`config.mk`:
```
export PLATFORM = sky130hd
export DESIGN_NAME = tec_error_counters
export DESIGN_NICKNAME = d
export VERILOG_FILES = /design/src/hw/tec_pkg.sv /design/src/hw/tec_sat_counter.sv /design/src/hw/tec_error_counters.sv
export SDC_FILE = /design/constraint.sdc
export NUM_CORES = 1
export LEC_CHECK = 0
export BUFFER_PORTS_ARGS = -buffer_cell sky130_fd_sc_hd__buf_2
export CORE_ASPECT_RATIO = 0.6
export CORE_UTILIZATION = 30
export CTS_CLUSTER_DIAMETER = 120
export CTS_CLUSTER_SIZE = 25
export DETAILED_ROUTE_END_ITERATION = 16
export GPL_TIMING_DRIVEN = 0
export PLACE_DENSITY = 0.5
export SYNTH_ARGS = -nofsm -noshare
export SYNTH_HDL_FRONTEND = slang
export SYNTH_SLANG_ARGS = --single-unit
```
`constraint.sdc`:
```
create_clock -name clk -period 5 [get_ports clk]
set_input_delay 0.25 -clock clk [delete_from_list [all_inputs] [get_ports clk]]
set_output_delay 0.25 -clock clk [all_outputs]
set_load 0.02 [all_outputs]
```
`src/hw/tec_pkg.sv`:
```
// Purpose: Shared constants for the T1 error counter and interrupt mask block
// Assumes: 125 MHz core clock, 8-bit control port with byte-wide registers
// Notes:   Offsets are byte addresses on the control port
package tec_pkg;
   // Register offsets
   localparam logic [7:0] LINE_CNT_HIGH_ADDR = 8'h23;
   localparam logic [7:0] LINE_CNT_LOW_ADDR  = 8'h24;
   localparam logic [7:0] PATH_CNT_HIGH_ADDR = 8'h25;
   localparam logic [7:0] PATH_CNT_LOW_ADDR  = 8'h26;
   localparam logic [7:0] MOS_CNT_LOW_ADDR   = 8'h27;
   localparam logic [7:0] EVENT_MASK_B_ADDR  = 8'h6f;
   localparam logic [7:0] ALARM_MASK_A_ADDR  = 8'h7f;

   // Reset values
   localparam logic [7:0] MASK_RESET  = 8'h00;
   localparam logic [7:0] UNMAPPED_RD = 8'h00;

   // Counter widths
   localparam int LINE_CNT_W = 16;
   localparam int PATH_CNT_W = 12;
   localparam int MOS_CNT_W  = 12;

   // Zero run lengths counted as line errors
   localparam logic [4:0] ZERO_RUN_PLAIN = 5'h10;
   localparam logic [4:0] ZERO_RUN_SUBST = 5'h08;

   // Interval timing
   localparam longint CLK_PERIOD_NS   = 8;
   localparam longint ONE_SEC_NS      = 1000000000;
   localparam longint SHORT_IVL_NS    = 42000000;
   localparam longint ONE_SEC_CYCLES  = ONE_SEC_NS / CLK_PERIOD_NS;
   localparam longint SHORT_IVL_CYCLES = SHORT_IVL_NS / CLK_PERIOD_NS;
   localparam int     IVL_CNT_W       = 27;
endpackage

```
`src/hw/tec_sat_counter.sv`:
```
// Purpose: Saturating working counter with a held copy taken at each boundary
// Assumes: boundary is a one-cycle pulse on clk
// Notes:   Events in the boundary cycle land in the held copy, none are lost
`timescale 1ns/1ps
module tec_sat_counter #(
   parameter int WIDTH = 16
) (
   input  wire logic             clk,
   input  wire logic             rstn,
   input  wire logic [1:0]       inc_amt,
   input  wire logic             boundary,
   output logic      [WIDTH-1:0] held
);
   localparam logic [WIDTH:0] MAX_VAL = {1'b0, {WIDTH{1'b1}}};

   // Elaboration check on the counter width
   if (WIDTH < 2 || WIDTH > 31) begin : g_bad_width
      $error("tec_sat_counter: WIDTH out of range");
   end

   logic [WIDTH-1:0] work_reg;
   logic [WIDTH-1:0] work_next;
   logic [WIDTH:0]   sum;

   // Saturating sum, never wraps
   always_comb begin
      sum = {1'b0, work_reg} + {{(WIDTH-1){1'b0}}, inc_amt};
      if (sum > MAX_VAL) begin
         work_next = MAX_VAL[WIDTH-1:0];
      end else begin
         work_next = sum[WIDTH-1:0];
      end
   end

   // Working count, restarted on boundary
   always_ff @(posedge clk) begin
      if (!rstn) begin
         work_reg <= '0;
      end else if (boundary) begin
         work_reg <= '0;
      end else begin
         work_reg <= work_next;
      end
   end

   // Held copy of the last complete interval
   always_ff @(posedge clk) begin
      if (!rstn) begin
         held <= '0;
      end else if (boundary) begin
         held <= work_next;
      end
   end
endmodule

```
`src/hw/tec_error_counters.sv`:
```
// Purpose: T1 receive error counters with interval snapshot and interrupt masks
// Assumes: Event inputs come from framer logic on clk; no synchronisers needed
// Notes:   Control port is a synchronous byte port; reads answer one cycle later
`timescale 1ns/1ps
module tec_error_counters #(
   parameter longint ONE_SEC_CYC  = tec_pkg::ONE_SEC_CYCLES,
   parameter longint SHORT_IVL_CYC = tec_pkg::SHORT_IVL_CYCLES
) (
   input  wire logic       clk,
   input  wire logic       rstn,
   // Control port
   input  wire logic [7:0] bus_addr,
   input  wire logic       bus_wr,
   input  wire logic       bus_rd,
   input  wire logic [7:0] bus_wdata,
   output logic      [7:0] bus_rdata,
   // Configuration bits held elsewhere
   input  wire logic       interval_select,
   input  wire logic       count_zeros_enable,
   input  wire logic       zero_substitution_enable,
   input  wire logic       frame_format_select,
   input  wire logic       fs_error_count_enable,
   // Line decoder events
   input  wire logic       bpv_event,
   input  wire logic       subst_codeword,
   input  wire logic       rx_bit_valid,
   input  wire logic       rx_bit_zero,
   // Framer events
   input  wire logic       rx_sync_loss,
   input  wire logic       crc_error_event,
   input  wire logic       ft_error_event,
   input  wire logic       fs_error_event,
   input  wire logic       mos_count_event,
   // Status bits to be gated
   input  wire logic [7:0] alarm_status_a,
   input  wire logic [7:0] event_status_b,
   output logic            irq,
   output logic            interval_tick
);
   // Elaboration checks on the interval lengths
   if (ONE_SEC_CYC < 2 || ONE_SEC_CYC >= (64'h1 << tec_pkg::IVL_CNT_W)) begin : g_bad_sec
      $error("tec_error_counters: ONE_SEC_CYC out of range");
   end
   if (SHORT_IVL_CYC < 2 || SHORT_IVL_CYC > ONE_SEC_CYC) begin : g_bad_short
      $error("tec_error_counters: SHORT_IVL_CYC out of range");
   end

   localparam logic [tec_pkg::IVL_CNT_W-1:0] SEC_LAST =
      tec_pkg::IVL_CNT_W'(ONE_SEC_CYC - 1);
   localparam logic [tec_pkg::IVL_CNT_W-1:0] SHORT_LAST =
      tec_pkg::IVL_CNT_W'(SHORT_IVL_CYC - 1);

   logic [7:0]                     alarm_irq_mask_a_reg;
   logic [7:0]                     event_irq_mask_b_reg;
   logic [tec_pkg::IVL_CNT_W-1:0]  ivl_cnt_reg;
   logic [tec_pkg::IVL_CNT_W-1:0]  ivl_last;
   logic                           boundary;
   logic [4:0]                     zero_run_reg;
   logic [4:0]                     zero_limit;
   logic                           zero_event;
   logic                           bpv_counted;
   logic [1:0]                     line_inc;
   logic                           path_hit;
   logic [1:0]                     path_inc;
   logic [1:0]                     mos_inc;
   logic [tec_pkg::LINE_CNT_W-1:0] line_held;
   logic [tec_pkg::PATH_CNT_W-1:0] path_held;
   logic [tec_pkg::MOS_CNT_W-1:0]  mos_held;

   // Mask registers, written from the control port
   always_ff @(posedge clk) begin
      if (!rstn) begin
         alarm_irq_mask_a_reg <= tec_pkg::MASK_RESET;
         event_irq_mask_b_reg <= tec_pkg::MASK_RESET;
      end else if (bus_wr) begin
         if (bus_addr == tec_pkg::ALARM_MASK_A_ADDR) begin
            alarm_irq_mask_a_reg <= bus_wdata;
         end else if (bus_addr == tec_pkg::EVENT_MASK_B_ADDR) begin
            event_irq_mask_b_reg <= bus_wdata;
         end
      end
   end

   // Interrupt request from masked status
   always_ff @(posedge clk) begin
      if (!rstn) begin
         irq <= 1'b0;
      end else begin
         irq <= |((alarm_status_a & alarm_irq_mask_a_reg) |
                  (event_status_b & event_irq_mask_b_reg));
      end
   end

   // Interval timer, length picked by interval select
   assign ivl_last = interval_select ? SHORT_LAST : SEC_LAST;
   assign boundary = (ivl_cnt_reg >= ivl_last);

   always_ff @(posedge clk) begin
      if (!rstn) begin
         ivl_cnt_reg <= '0;
      end else if (boundary) begin
         ivl_cnt_reg <= '0;
      end else begin
         ivl_cnt_reg <= ivl_cnt_reg + 1'b1;
      end
   end

   // Tick output for software timing of reads
   always_ff @(posedge clk) begin
      if (!rstn) begin
         interval_tick <= 1'b0;
      end else begin
         interval_tick <= boundary;
      end
   end

   // Excess zero detector
   assign zero_limit = zero_substitution_enable ? tec_pkg::ZERO_RUN_SUBST
                                                : tec_pkg::ZERO_RUN_PLAIN;
   assign zero_event = count_zeros_enable && rx_bit_valid && rx_bit_zero &&
                       (zero_run_reg == zero_limit - 5'h01);

   always_ff @(posedge clk) begin
      if (!rstn) begin
         zero_run_reg <= '0;
      end else if (rx_bit_valid) begin
         if (!rx_bit_zero || zero_event) begin
            zero_run_reg <= '0;
         end else if (zero_run_reg < zero_limit) begin
            zero_run_reg <= zero_run_reg + 5'h01;
         end
      end
   end

   // Line increments, never gated by sync loss
   assign bpv_counted = bpv_event && !(zero_substitution_enable && subst_codeword);
   assign line_inc    = {1'b0, bpv_counted} + {1'b0, zero_event};

   // Path increments by framing mode, held off during sync loss
   always_comb begin
      if (frame_format_select) begin
         path_hit = crc_error_event;
      end else begin
         path_hit = ft_error_event || (fs_error_count_enable && fs_error_event);
      end
   end
   assign path_inc = {1'b0, path_hit && !rx_sync_loss};
   assign mos_inc  = {1'b0, mos_count_event};

   tec_sat_counter #(.WIDTH(tec_pkg::LINE_CNT_W)) u_line_cnt (
      .clk      (clk),
      .rstn     (rstn),
      .inc_amt  (line_inc),
      .boundary (boundary),
      .held     (line_held)
   );

   tec_sat_counter #(.WIDTH(tec_pkg::PATH_CNT_W)) u_path_cnt (
      .clk      (clk),
      .rstn     (rstn),
      .inc_amt  (path_inc),
      .boundary (boundary),
      .held     (path_held)
   );

   tec_sat_counter #(.WIDTH(tec_pkg::MOS_CNT_W)) u_mos_cnt (
      .clk      (clk),
      .rstn     (rstn),
      .inc_amt  (mos_inc),
      .boundary (boundary),
      .held     (mos_held)
   );

   // Read data, registered, one cycle after the strobe
   always_ff @(posedge clk) begin
      if (!rstn) begin
         bus_rdata <= tec_pkg::UNMAPPED_RD;
      end else if (bus_rd) begin
         if (bus_addr == tec_pkg::LINE_CNT_HIGH_ADDR) begin
            bus_rdata <= line_held[15:8];
         end else if (bus_addr == tec_pkg::LINE_CNT_LOW_ADDR) begin
            bus_rdata <= line_held[7:0];
         end else if (bus_addr == tec_pkg::PATH_CNT_HIGH_ADDR) begin
            bus_rdata <= {mos_held[11:8], path_held[11:8]};
         end else if (bus_addr == tec_pkg::PATH_CNT_LOW_ADDR) begin
            bus_rdata <= path_held[7:0];
         end else if (bus_addr == tec_pkg::MOS_CNT_LOW_ADDR) begin
            bus_rdata <= mos_held[7:0];
         end else if (bus_addr == tec_pkg::EVENT_MASK_B_ADDR) begin
            bus_rdata <= event_irq_mask_b_reg;
         end else if (bus_addr == tec_pkg::ALARM_MASK_A_ADDR) begin
            bus_rdata <= alarm_irq_mask_a_reg;
         end else begin
            bus_rdata <= tec_pkg::UNMAPPED_RD;
         end
      end
   end
endmodule

```
==> flow_summary.ini <==
[outcome]
outcome = finished clean

[setup_path]
crit_type = flip-flop to flip-flop
critPathSlowestCell = nor3_1
path_cells = inv_1, ha_1, nor4_1, and3_1, fa_1, ha_1, nand3_1, or3_1, nor3_1, clkbuf_1, o21ai_0, mux2i_1
path_delay_family = simple AND/OR/NAND/NOR gates
worst-path-buf-inv = 2
setup.worst_path.start_class = flip-flop
worstSetupEndpointType = flip-flop
arrival_ns = 4.21
crit_top_cell = ha_1
crit_fanout = 10
slowest_delay_ns = 0.69
crit_required_ns = 5.35

[synth]
syn-num-nets = 844
synth_common_cells = dfxtp_1, nor2_1, nand2_1
yosys-top-cells-area = dfxtp_1, nor2_1, mux2i_1
yosys_warnings = 0
synthArstFlopShare_pct = 0
yosysMostFrequentCell = dfxtp_1
syn_area_mm2 = 0.00673
yosysSeqAreaShare_pct = 41.1
yosys.area.top_type = dfxtp_1
syn_inst = 772
avgSynthCellArea_um2 = 8.71
synth_edf_count = 0
synth_seq_cells = 138
yosysTopAreaCellShare_pct = 41.1
synthFlopType = dfxtp_1
synthDistinctLibCells = 59

[global_routing]
grt_pass1_vias = 5381
grt_max_degree = 17
grt_pass1_wl_mm = 30.2
antenna_found_initial = 0
grt_usage_pct = 17.2
overflow = 0

[timing]
period_needed_ns = 3.87
slew_viol_final = 0
rsz0062_at_grt = no
skew_ns = 0.00854
fmax_mhz = 259
min_period_over_period_pct = 77.3
tightest_slew_ns = 0.962
final-setup-viol-count = 0
slew_headroom_pct = 35.3
finalHoldViolations = 0
setup_tns_ns = 0

[finish]
largest_reg_flops = 27
fin_area_mm2 = 0.00797
syn2layout_area_growth_pct = 18.5
drive_gt1_share_pct = 13.7
n_fill_cell = 2298
nets = 921

[clock_network]
clkLatencyLatePin_ns = 0.42
cts_buffers = 17
cts-root-buf = clkbuf_16
cts_resized = 0
post_cts_buffers = 0
hold_buffers = 0
cts_tree = yes
clk_pin_slew_ns = 0.06
clock_path_buffers = 2
htree_num_levels = 4
clock-sinks = 138

[floorplanning]
dieArea_mm2 = 0.0230
initial_core_util_pct = 30.5
io_pins = 60
core_mm2 = 0.0220
rows = 42
dieHeight_um = 118
die_x_um = 195

[detailed_routing]
drtIter0Drc = 486
viasPerCell = 5.11
antenna_left = 0
drc_errors = 0
wirelength_mm = 19.0
dr.pass1.iters = 7
vias = 5856
wl_per_cell_um = 16.5

[pwr]
p_leak_uw = 0.00324
powerDensity_mw_per_mm2 = 314
irDropWorstVdd_mv = 0.222

[placement]
place.port_buffers = 58
hpwlAfterDp_mm = 14.9
placed_cell_area_mm2 = 0.00737
gp_congestion = 0.861

[job]
drv_cap = 0

[min_path]
min_path_type = input port to flip-flop
[power breakdown]
part	switching, uW	internal (uW)
logic	78.0	45.2
clock network	496	769
registers	6.39	1110
total	580	1920
[layout make-up]
class                      instances  area [um^2]  share of cell area [%]
antenna                            1         2.50                  0.0314
buffer                            36          180                    2.26
clock buffer                      20          467                    5.86
clock inverter                    10          119                    1.49
inverter                          17         63.8                   0.801
multi-input combinational        581         3720                    46.7
sequential                       138         2760                    34.7
tap                              286          358                    4.49
timing repair buffer              58          290                    3.64
[cells in the final DEF, fill, tap and decap left out, types with 4 or more instances in the layout]
master / netlist / routed
or3_1: 6 / 6
nand4_1: 15 / 15
a221oi_1: 4 / 4
and3_1: 12 / 12
clkbuf_1: 21 / 21
o21ai_0: 27 / 27
a21oi_1: 34 / 34
buf_2: 9 / 67
a22oi_1: 9 / 9
nor3_1: 35 / 35
o22ai_1: 10 / 10
xor2_1: 20 / 20
clkbuf_16: 0 / 17
a21o_1: 9 / 9
a211oi_1: 15 / 15
nand3_1: 38 / 38
buf_6: 4 / 4
a311oi_1: 9 / 9
nor4_1: 5 / 4
mux2_2: 5 / 5
xnor2_1: 29 / 29
inv_1: 16 / 16
dfxtp_1: 138 / 138
nor2b_1: 22 / 22
a31oi_1: 4 / 4
nor2_1: 113 / 113
nand2_1: 50 / 50
o2bb2ai_1: 8 / 8
ha_1: 21 / 21
o211a_1: 7 / 7
mux2i_1: 40 / 40
[routing by layer]
metal / vias up / track usage [%] / share of wire (%)
met2: 137 / 19.8 / 34
li1: 2933 / - / -
met5: - / 0 / 0
met3: 10 / 4.53 / 6.4
met4: 0 / 4.48 / 0.68
met1: 2776 / 29.1 / 59
[cells by family (layout without fill, tap and decap cells)]
logic type      Yosys count  count (layout)  synth area share, %
buf+inv                  53             141                 3.63
fa+ha+maj                22              22                 4.20
mux                      45              45                 6.79
xor+xnor                 49              49                 6.38
flops                   138             138                 41.1
compound gates          153             153                 15.8
other cells               0               1                    0
simple gates            312             312                 22.1
[per-stage QoR]
step | hold WS [ns] | worst slack, ns | instances | utilization, % | power (uW)
5_1_grt | 0.0728 | 0.850 | 1146 | 36.2 | 2590
4_1_cts | 0.0640 | 1.15 | 1146 | 36.1 | 2520
3_3_place_gp | 0.451 | 1.14 | 1116 | 33.5 | 1260
2_1_floorplan | 0.340 | 1.99 | 772 | - | 1210
3_5_place_dp | 0.459 | 1.16 | 1116 | 33.5 | 1260
6_report | 0.0764 | 1.13 | 1147 | 36.2 | 2500
[worst register-to-register path, delay by kind of cell, from the launching register on]
kind,cells,cell delay (ns)
buf+inv,2,0.46
simple gates,5,1.68
flops,1,0.37
fa+ha+maj,3,0.73
compound gates,1,0.33
mux,1,0.22
[final timing paths]
check / slack [ns] / endpoint / depth (start not counted) / startpoint
hold reg to reg: 0.47 / u_line_cnt.held[5] / 2 / u_line_cnt.held[5]
hold / removal: 0.08 / alarm_irq_mask_a_reg[7] / 3 / bus_wdata[7]
setup reg to reg: 1.13 / u_line_cnt.held[6] / 12 / zero_run_reg[3]
setup / recovery: 1.13 / u_line_cnt.held[6] / 12 / zero_run_reg[3]
(Power assumes the default switching activity.)
